<file path="src/core/cal_pkg.sv">
/*
 * Shared types and constants of the two-point input calibration block.
 * Assumes one system clock of 25 MHz and an active-low asynchronous reset.
 */
package cal_pkg;
    localparam int VAL_W = 20;
    localparam int DIGITS = 6;
    localparam int BCD_W = 4 * DIGITS;
    localparam int SCALE_W = 32;
    localparam int FRAC_W = 16;
    localparam int OUT_W = 32;
    localparam int DIV_W = 40;
    localparam int DIVR_W = 21;
    localparam int CNT_W = 6;
    localparam logic [CNT_W-1:0] DIV_STEPS = 6'd40;
    localparam logic [2:0] N_PARAMS = 3'd7;
    localparam logic [2:0] PARAM_RESET = 3'h0;
    localparam logic [2:0] PARAM_ISO = 3'h5;
    localparam logic [2:0] PARAM_OSO = 3'h6;
    localparam logic [2:0] POS_FIRST = 3'h5;
    localparam logic [SCALE_W-1:0] SCALE_RESET = 32'h0001_0000;
    localparam logic [VAL_W:0] OFFSET_RESET = 21'h0;

    typedef struct packed {
        logic menu;
        logic adv;
        logic inc;
    } buttons_t;

    typedef struct packed {
        logic signed [SCALE_W-1:0] scale;
        logic signed [VAL_W:0] offset;
    } cal_t;

    typedef enum logic [2:0] {
        D_PARAM,
        D_IN1,
        D_RD1,
        D_IN2,
        D_RD2,
        D_ENTRY,
        D_BUSY,
        D_ERR
    } disp_t;
endpackage : cal_pkg

</file>
<file path="src/core/input_cal.sv">
/*
 * Front-panel two-point calibration of the input conversion of a rate meter.
 * Assumes buttons arrive unsynchronised and debounced; the input value comes
 * from logic on the same clock.
 */
// Operation
// - Reading is (input plus offset) times scale.
// - Scale is slope, offset from line.
// - Calibration parameter reachable only in rate mode.
// - Menu cycles parameters; advance opens prompt, entry.
// - Entry flashes digit; increment digit, advance moves.
// - Menu shows target prompt; next menu saves point.
// - Final menu computes, shows output parameter.
// - Unacceptable calibration shows an error message.
`timescale 1ns/1ns
module input_cal
(
    // Clock and reset
    input wire logic clk_sys_i,
    input wire logic arst_n_i,
    // Front panel and mode
    input wire cal_pkg::buttons_t buttons_i,
    input wire logic rate_mode_i,
    // Measured rate
    input wire logic [cal_pkg::VAL_W-1:0] input_value_i,
    // Display
    output cal_pkg::disp_t disp_item_o,
    output logic [2:0] param_idx_o,
    output logic [cal_pkg::BCD_W-1:0] entry_digits_o,
    output logic [2:0] flash_pos_o,
    output logic signed [cal_pkg::OUT_W-1:0] reading_o,
    // Calibration state
    output cal_pkg::cal_t cal_o,
    output logic cal_err_o
);
    import cal_pkg::*;

    typedef enum logic [3:0] {
        S_PARAM, S_IN1, S_E_IN1, S_RD1, S_E_RD1, S_IN2, S_E_IN2,
        S_RD2, S_E_RD2, S_DIV_SC, S_DIV_OF, S_ERR
    } state_t;

    function automatic logic [VAL_W-1:0] bcd_to_bin(
        input logic [BCD_W-1:0] b);
        logic [VAL_W+3:0] acc;
        acc = '0;
        for (int i = DIGITS - 1; i >= 0; i--)
        begin
            acc = (VAL_W+4)'(acc * 10) + (VAL_W+4)'(b[4*i +: 4]);
        end
        return acc[VAL_W-1:0];
    endfunction : bcd_to_bin

    // Button synchronisers and press detection
    logic [2:0] sync1_reg, sync2_reg, sync3_reg;
    always_ff @(posedge clk_sys_i or negedge arst_n_i)
    begin
        if (!arst_n_i)
        begin
            sync1_reg <= 3'h0;
            sync2_reg <= 3'h0;
            sync3_reg <= 3'h0;
        end
        else
        begin
            sync1_reg <= {buttons_i.menu, buttons_i.adv, buttons_i.inc};
            sync2_reg <= sync1_reg;
            sync3_reg <= sync2_reg;
        end
    end
    logic [2:0] press;
    assign press = sync2_reg & ~sync3_reg;
    logic p_menu, p_adv, p_inc;
    assign p_menu = press[2];
    assign p_adv = press[1];
    assign p_inc = press[0];

    state_t st_reg, st_next;
    logic [2:0] idx_reg, idx_next, pos_reg, pos_next;
    logic [BCD_W-1:0] dig_reg, dig_next;
    logic [VAL_W-1:0] in1_reg, in1_next, rd1_reg, rd1_next;
    logic [VAL_W-1:0] in2_reg, in2_next, rd2_reg, rd2_next;
    cal_t cal_reg, cal_next;
    logic err_reg, err_next;
    logic [DIV_W-1:0] quo_reg, quo_next;
    logic [DIVR_W-1:0] rem_reg, rem_next, dvs_reg, dvs_next;
    logic [CNT_W-1:0] cnt_reg, cnt_next;
    logic neg_reg, neg_next;
    logic signed [SCALE_W-1:0] scale_tmp_reg, scale_tmp_next;
    disp_t disp_reg, disp_next;

    logic signed [VAL_W:0] d_in, d_rd;
    logic [VAL_W:0] m_in, m_rd;
    logic [DIVR_W:0] trial;
    assign d_in = $signed({1'b0, in2_reg}) - $signed({1'b0, in1_reg});
    assign d_rd = $signed({1'b0, rd2_reg}) - $signed({1'b0, rd1_reg});
    assign m_in = d_in[VAL_W] ? (VAL_W+1)'(-d_in) : d_in;
    assign m_rd = d_rd[VAL_W] ? (VAL_W+1)'(-d_rd) : d_rd;
    assign trial = {rem_reg, quo_reg[DIV_W-1]} - {1'b0, dvs_reg};

    always_comb
    begin
        st_next = st_reg;
        idx_next = idx_reg;
        pos_next = pos_reg;
        dig_next = dig_reg;
        in1_next = in1_reg;
        rd1_next = rd1_reg;
        in2_next = in2_reg;
        rd2_next = rd2_reg;
        cal_next = cal_reg;
        err_next = err_reg;
        quo_next = quo_reg;
        rem_next = rem_reg;
        dvs_next = dvs_reg;
        cnt_next = cnt_reg;
        neg_next = neg_reg;
        scale_tmp_next = scale_tmp_reg;
        case (st_reg)
            S_PARAM:
            begin
                // menu steps, calibration skipped outside rate mode
                if (p_menu)
                begin
                    idx_next = (idx_reg == N_PARAMS - 3'h1) ? 3'h0
                             : idx_reg + 3'h1;
                    if (idx_next == PARAM_ISO && !rate_mode_i)
                    begin
                        idx_next = idx_next + 3'h1;
                    end
                end
                else if (p_adv && idx_reg == PARAM_ISO && rate_mode_i)
                begin
                    st_next = S_IN1;
                end
            end
            S_IN1, S_RD1, S_IN2, S_RD2:
            begin
                // advance on a prompt opens entry from zero
                if (p_adv)
                begin
                    st_next = state_t'(st_reg + 4'h1);
                    dig_next = '0;
                    pos_next = POS_FIRST;
                end
            end
            S_E_IN1, S_E_RD1, S_E_IN2, S_E_RD2:
            begin
                if (p_inc)
                begin
                    dig_next[4*pos_reg +: 4] = (dig_reg[4*pos_reg +: 4] == 4'h9)
                        ? 4'h0 : dig_reg[4*pos_reg +: 4] + 4'h1;
                end
                else if (p_adv)
                begin
                    pos_next = (pos_reg == 3'h0) ? POS_FIRST : pos_reg - 3'h1;
                end
                else if (p_menu)
                begin
                    // menu stores the entry and moves to next prompt, or to the slope division after rd2
                    case (st_reg)
                        S_E_IN1: in1_next = bcd_to_bin(dig_reg);
                        S_E_RD1: rd1_next = bcd_to_bin(dig_reg);
                        S_E_IN2: in2_next = bcd_to_bin(dig_reg);
                        default: rd2_next = bcd_to_bin(dig_reg);
                    endcase
                    st_next = state_t'(st_reg + 4'h1);
                end
            end
            S_DIV_SC:
            begin
                if (cnt_reg == '0)
                begin
                    // equal inputs (or equal targets) cannot calibrate
                    if (m_in == '0 || m_rd == '0)
                    begin
                        err_next = 1'b1;
                        st_next = S_ERR;
                    end
                    else
                    begin
                        // slope = d_rd / d_in in fixed point
                        quo_next = DIV_W'({m_rd, {FRAC_W{1'b0}}});
                        dvs_next = m_in;
                        rem_next = '0;
                        neg_next = d_rd[VAL_W] ^ d_in[VAL_W];
                        cnt_next = DIV_STEPS;
                    end
                end
                else
                begin
                    rem_next = trial[DIVR_W] ? {rem_reg[DIVR_W-2:0],
                        quo_reg[DIV_W-1]} : trial[DIVR_W-1:0];
                    quo_next = {quo_reg[DIV_W-2:0], ~trial[DIVR_W]};
                    cnt_next = cnt_reg - 6'h1;
                    if (cnt_reg == 6'h1)
                    begin
                        scale_tmp_next = neg_reg
                            ? -$signed(quo_next[SCALE_W-1:0])
                            : $signed(quo_next[SCALE_W-1:0]);
                        // offset = rd1 * d_in / d_rd - in1
                        quo_next = DIV_W'(rd1_reg) * DIV_W'(m_in);
                        dvs_next = m_rd;
                        rem_next = '0;
                        cnt_next = DIV_STEPS;
                        st_next = S_DIV_OF;
                    end
                end
            end
            S_DIV_OF:
            begin
                rem_next = trial[DIVR_W] ? {rem_reg[DIVR_W-2:0],
                    quo_reg[DIV_W-1]} : trial[DIVR_W-1:0];
                quo_next = {quo_reg[DIV_W-2:0], ~trial[DIVR_W]};
                cnt_next = cnt_reg - 6'h1;
                if (cnt_reg == 6'h1)
                begin
                    // commit and show the output parameter
                    cal_next.scale = scale_tmp_reg;
                    cal_next.offset = (neg_reg
                        ? -$signed({1'b0, quo_next[VAL_W-1:0]})
                        : $signed({1'b0, quo_next[VAL_W-1:0]}))
                        - $signed({1'b0, in1_reg});
                    err_next = 1'b0;
                    idx_next = PARAM_OSO;
                    st_next = S_PARAM;
                end
            end
            S_ERR:
            begin
                if (p_menu)
                begin
                    idx_next = PARAM_OSO;
                    st_next = S_PARAM;
                end
            end
            default: st_next = S_PARAM;
        endcase
        // display item follows the next state
        case (st_next)
            S_PARAM: disp_next = D_PARAM;
            S_IN1: disp_next = D_IN1;
            S_RD1: disp_next = D_RD1;
            S_IN2: disp_next = D_IN2;
            S_RD2: disp_next = D_RD2;
            S_DIV_SC, S_DIV_OF: disp_next = D_BUSY;
            S_ERR: disp_next = D_ERR;
            default: disp_next = D_ENTRY;
        endcase
    end

    logic signed [VAL_W+1:0] sum;
    logic signed [VAL_W+SCALE_W+1:0] prod;
    logic signed [OUT_W-1:0] read_next, read_reg;
    assign sum = $signed({2'b00, input_value_i}) + cal_reg.offset;
    assign prod = sum * cal_reg.scale;
    assign read_next = OUT_W'(prod >>> FRAC_W);

    always_ff @(posedge clk_sys_i or negedge arst_n_i)
    begin
        if (!arst_n_i)
        begin
            st_reg <= S_PARAM;
            idx_reg <= PARAM_RESET;
            pos_reg <= POS_FIRST;
            dig_reg <= '0;
            in1_reg <= '0;
            rd1_reg <= '0;
            in2_reg <= '0;
            rd2_reg <= '0;
            cal_reg <= '{scale: SCALE_RESET, offset: OFFSET_RESET};
            err_reg <= 1'b0;
            quo_reg <= '0;
            rem_reg <= '0;
            dvs_reg <= '0;
            cnt_reg <= '0;
            neg_reg <= 1'b0;
            scale_tmp_reg <= '0;
            disp_reg <= D_PARAM;
            read_reg <= '0;
        end
        else
        begin
            st_reg <= st_next;
            idx_reg <= idx_next;
            pos_reg <= pos_next;
            dig_reg <= dig_next;
            in1_reg <= in1_next;
            rd1_reg <= rd1_next;
            in2_reg <= in2_next;
            rd2_reg <= rd2_next;
            cal_reg <= cal_next;
            err_reg <= err_next;
            quo_reg <= quo_next;
            rem_reg <= rem_next;
            dvs_reg <= dvs_next;
            cnt_reg <= cnt_next;
            neg_reg <= neg_next;
            scale_tmp_reg <= scale_tmp_next;
            disp_reg <= disp_next;
            read_reg <= read_next;
        end
    end

    assign disp_item_o = disp_reg;
    assign param_idx_o = idx_reg;
    assign entry_digits_o = dig_reg;
    assign flash_pos_o = pos_reg;
    assign reading_o = read_reg;
    assign cal_o = cal_reg;
    assign cal_err_o = err_reg;
endmodule : input_cal

</file>
<file path="config.mk">
export PLATFORM = sky130hd
export DESIGN_NAME = input_cal
export DESIGN_NICKNAME = d
export VERILOG_FILES = /design/src/core/cal_pkg.sv /design/src/core/input_cal.sv
export SDC_FILE = /design/constraint.sdc
export NUM_CORES = 2
export LEC_CHECK = 0
export ABC_AREA = 0
export BUFFER_PORTS_ARGS = -buffer_cell sky130_fd_sc_hd__buf_2
export CAP_MARGIN = 20
export CORE_ASPECT_RATIO = 1.2
export CORE_MARGIN = 8
export CORE_UTILIZATION = 60
export DETAILED_ROUTE_END_ITERATION = 10
export PLACE_DENSITY = 0.77
export SKIP_LAST_GASP = 1
export SLEW_MARGIN = 20
export SYNTH_ARGS = -nofsm -noshare
export SYNTH_HDL_FRONTEND = slang
export SYNTH_SLANG_ARGS = --single-unit
</file>
<file path="constraint.sdc">
create_clock -name clk_sys_i -period 16.3 [get_ports clk_sys_i]
set_clock_uncertainty 0.05 [all_clocks]
set_input_delay 2.445 -clock clk_sys_i [delete_from_list [all_inputs] [get_ports clk_sys_i]]
set_output_delay 2.445 -clock clk_sys_i [all_outputs]
set_load 0.01 [all_outputs]
</file>
==> out/summary.txt <==
========================================================================================
Status                                                                      finished, final reports clean
Post-detailed-routing wire length                                              162000 um
Highest clock rate                                                            0.0758 GHz
Number of enable flip-flop cells after synthesis                                       0
Xor-xnor portion of the synthesized cell area                                     0.0467
Max Cap Viol                                                                           0
Dominant register cell in the synthesized netlist                           sky130_fd_sc_hd__dfrtp_1
CP Launch Type                                                                input port
Area of the mapped netlist                                                    60100 um^2
Clock slew at the register clock pins of the worst setup and hold paths          0.06 ns
Simple logic cell fraction of the synthesized area                                 0.161
Via count of the first global-routing pass                                         50.0k
Area overhead of the layout relative to synthesis                                  6.07%
Cell count after synthesis                                                          6751
Fraction of the yosys area taken by sequential cells                               0.139
Number of primary I/O pins                                                           145
Number of post-CTS setup repair buffers                                                0
Row Count                                                                            127
Setup total negative slack                                                          0 ns
Wire length of the first global-routing pass                                   263000 um
Cell at the slowest stage of the critical path                              sky130_fd_sc_hd__a41oi_1
Drc violations                                                                         0
Final count of pins violating max slew                                                 0
Combinational family with the most area after synthesis                      adder cells
Overall via count from detail_route                                                47.1k
Multiplexer area fraction after synthesis                                         0.0244
Antenna violations before repair                                                       2
Max-Slew Margin vs Limit                                                           0.201
Top cell by count, worst path                                               sky130_fd_sc_hd__fa_1
Delay of the slowest critical-path stage                                         0.53 ns
Clock tree from TritonCTS                                                          built
Cell taking the most area after synthesis                                   sky130_fd_sc_hd__fa_1
Die Width                                                                         305 um
Port Buf Inserts                                                                     144
Compound-cell area share of the yosys netlist                                     0.0970
Max Fanout on Critical Path                                                           28
GRT Residual Overflow                                                                  0
Critical register-to-register path endpoint                                  quo_reg[38]
Post_cts resized                                                                       0
Final hold violation count                                                             0
Synth Area in Adders                                                               0.440
Routed Antenna Nets                                                                    0
Hold Path Depth                                                                        0
Most used cells in the layout excluding fill and tap cells                  sky130_fd_sc_hd__inv_1, sky130_fd_sc_hd__nand2_1, sky130_fd_sc_hd__fa_1
Max reg flops                                                                         53
Hold buffer count at cts                                                               0
Critical Path Sink Type                                                             flop
Count of synthesis-stage warnings from yosys                                           0
Number of cells traversed by the worst register-to-register path                      38
Fraction of final layout cells sized beyond drive strength 1                      0.0781
Fin nets                                                                            8274
Top-area cell type share of the netlist area                                       0.331
TritonCTS Sinks                                                                      333
Worst hold start                                                            sync1_reg[1]
Highest routed metal layer                                                          met5
Wire length on met2                                                             80300 um
Most common cell after layout, fill and taps aside                          sky130_fd_sc_hd__inv_1
Post-synthesis sequential element count                                              333
Mean number of vias per cell                                                        5.85
Number of buffers inserted during clock tree synthesis                                40
Data arrival time of the critical path                                          13.62 ns
Period utilisation layout                                                          0.809
Worst min-delay path category                                                 reg -> reg
Total Die Area                                                               111000 um^2
DP HPWL                                                                        127000 um
Post-layout min period                                                          13.19 ns
Register-to-register setup slack                                                 4.15 ns
Worst setup path class                                                         in -> reg
Top cells by area, synth                                                    sky130_fd_sc_hd__fa_1, sky130_fd_sc_hd__dfrtp_1, sky130_fd_sc_hd__ha_1, sky130_fd_sc_hd__inv_1, sky130_fd_sc_hd__nand2_1
Hold Path Sink                                                              sync2_reg[1]
Tightest Pin Transition                                                          1.20 ns
Total of fill cells in the finished design                                          8231
Critical register-to-register path startpoint                                 in1_reg[9]
Average detailed-routed wire length per instance                                 20.1 um
Gr usage total                                                                     0.296
Net count after synthesis                                                           8294
Chip height                                                                       363 um
Final number of setup-violating endpoints                                              0
Mean post-synth cell area                                                      8.90 um^2
Cell at the root of the clock tree                                          sky130_fd_sc_hd__clkbuf_16
Sum of routed wire segments on met1                                             60000 um
Initial detailed-routing violation count                                            3281
RSZ-0062 raised after global routing                                               false
Placeable core area                                                           99600 um^2
Starting density of the core                                                       0.603
Insertion delay of the later-clocked pin in the worst-skew pair                  0.61 ns
Number of search-and-repair iterations in the first detailed-routing pass              6
Routability congestion estimate                                                    0.978
H-Tree Level Count                                                                     2
Length of routed met3 wiring                                                    11800 um
Number of distinct library cells after synthesis                                     102
Required time of the critical path                                              16.73 ns
Maximum number of pins on one net before global-route repair                          79
Synth async-reset ratio                                                             1.00
Maximum buffer depth of the clock tree                                                 3
========================================================================================
## routing by layer
layer  track usage  up-vias
met5             0        -
met4         0.149        2
met3        0.0501      480
met2         0.525     1850
met1         0.346    23500
li1              -    21300
## stage by stage
step           hold slack, ns   util  std cells  setup WS, ns  cell area (um^2)
3_3_place_gp            0.285  0.625       7979          2.63             62300
3_5_place_dp            0.285  0.625       7979          2.52             62300
2_1_floorplan           0.281      -       6751          4.29             60100
6_report                0.296  0.640       8057          3.11             63700
4_1_cts                 0.298  0.639       8053          3.16             63700
5_1_grt                 0.302  0.639       8053          2.55             63700
## area by class of cell
cell class                 count  area, um^2  area share
timing repair buffer         248        1510      0.0237
tap                         1290        1610      0.0253
multi-input combinational   4952       46500       0.730
antenna                        4        10.0    0.000157
clock inverter                19         262     0.00410
inverter                    1156        4340      0.0681
clock buffer                  55        1120      0.0176
sequential                   333        8340       0.131
## worst max-delay path by stage
stage	end	cells past startpoint	start	slack (ns)
finish	reading_o[31]	42	input_value_i[0]	3.11
global route	reading_o[31]	42	input_value_i[0]	2.55
CTS	reading_o[31]	42	input_value_i[0]	3.16
detailed placement	reading_o[31]	42	input_value_i[0]	2.52
global placement	reading_o[31]	42	input_value_i[0]	2.63
floorplan	reading_o[31]	39	input_value_i[0]	4.29
## synthesized netlist by cell type (20+ instances only)
| master | count |
|---|---|
| sky130_fd_sc_hd__nor4_1 | 28 |
| sky130_fd_sc_hd__or3_1 | 22 |
| sky130_fd_sc_hd__ha_1 | 524 |
| sky130_fd_sc_hd__mux2_2 | 89 |
| sky130_fd_sc_hd__and3_1 | 33 |
| sky130_fd_sc_hd__a21o_1 | 72 |
| sky130_fd_sc_hd__nor3_1 | 88 |
| sky130_fd_sc_hd__clkbuf_1 | 292 |
| sky130_fd_sc_hd__and2_1 | 297 |
| sky130_fd_sc_hd__xnor2_1 | 207 |
| sky130_fd_sc_hd__o21ai_0 | 233 |
| sky130_fd_sc_hd__a31oi_1 | 36 |
| sky130_fd_sc_hd__nand2_1 | 1049 |
| sky130_fd_sc_hd__o211ai_1 | 28 |
| sky130_fd_sc_hd__fa_1 | 993 |
| sky130_fd_sc_hd__or2_2 | 43 |
| sky130_fd_sc_hd__mux2i_1 | 30 |
| sky130_fd_sc_hd__xor2_1 | 104 |
| sky130_fd_sc_hd__o21bai_1 | 21 |
| sky130_fd_sc_hd__nor2b_1 | 38 |
| sky130_fd_sc_hd__dfrtp_1 | 330 |
| sky130_fd_sc_hd__o21a_1 | 49 |
| sky130_fd_sc_hd__inv_1 | 1156 |
| sky130_fd_sc_hd__nand2b_1 | 36 |
| sky130_fd_sc_hd__nor2_1 | 280 |
| sky130_fd_sc_hd__nand4_1 | 20 |
| sky130_fd_sc_hd__nor3b_1 | 20 |
| sky130_fd_sc_hd__a21oi_1 | 222 |
| sky130_fd_sc_hd__a22oi_1 | 24 |
| sky130_fd_sc_hd__nand3_1 | 81 |
## cell families after synthesis
family	Yosys count
simple gates	2084
fa+ha+maj	1517
buf+inv	1466
other cells	1
mux	128
compound gates	907
xor+xnor	315
flops	333
## critical path, delay by kind of cell
kind / cells / cell delay (ns)
compound gates: 21 / 5.07
xor+xnor: 2 / 0.49
fa+ha+maj: 10 / 4.30
buf+inv: 6 / 0.82
simple gates: 3 / 0.49
Power is not shown: default switching activity piles up to over one toggle a cycle in this logic, so the estimate is an artifact.
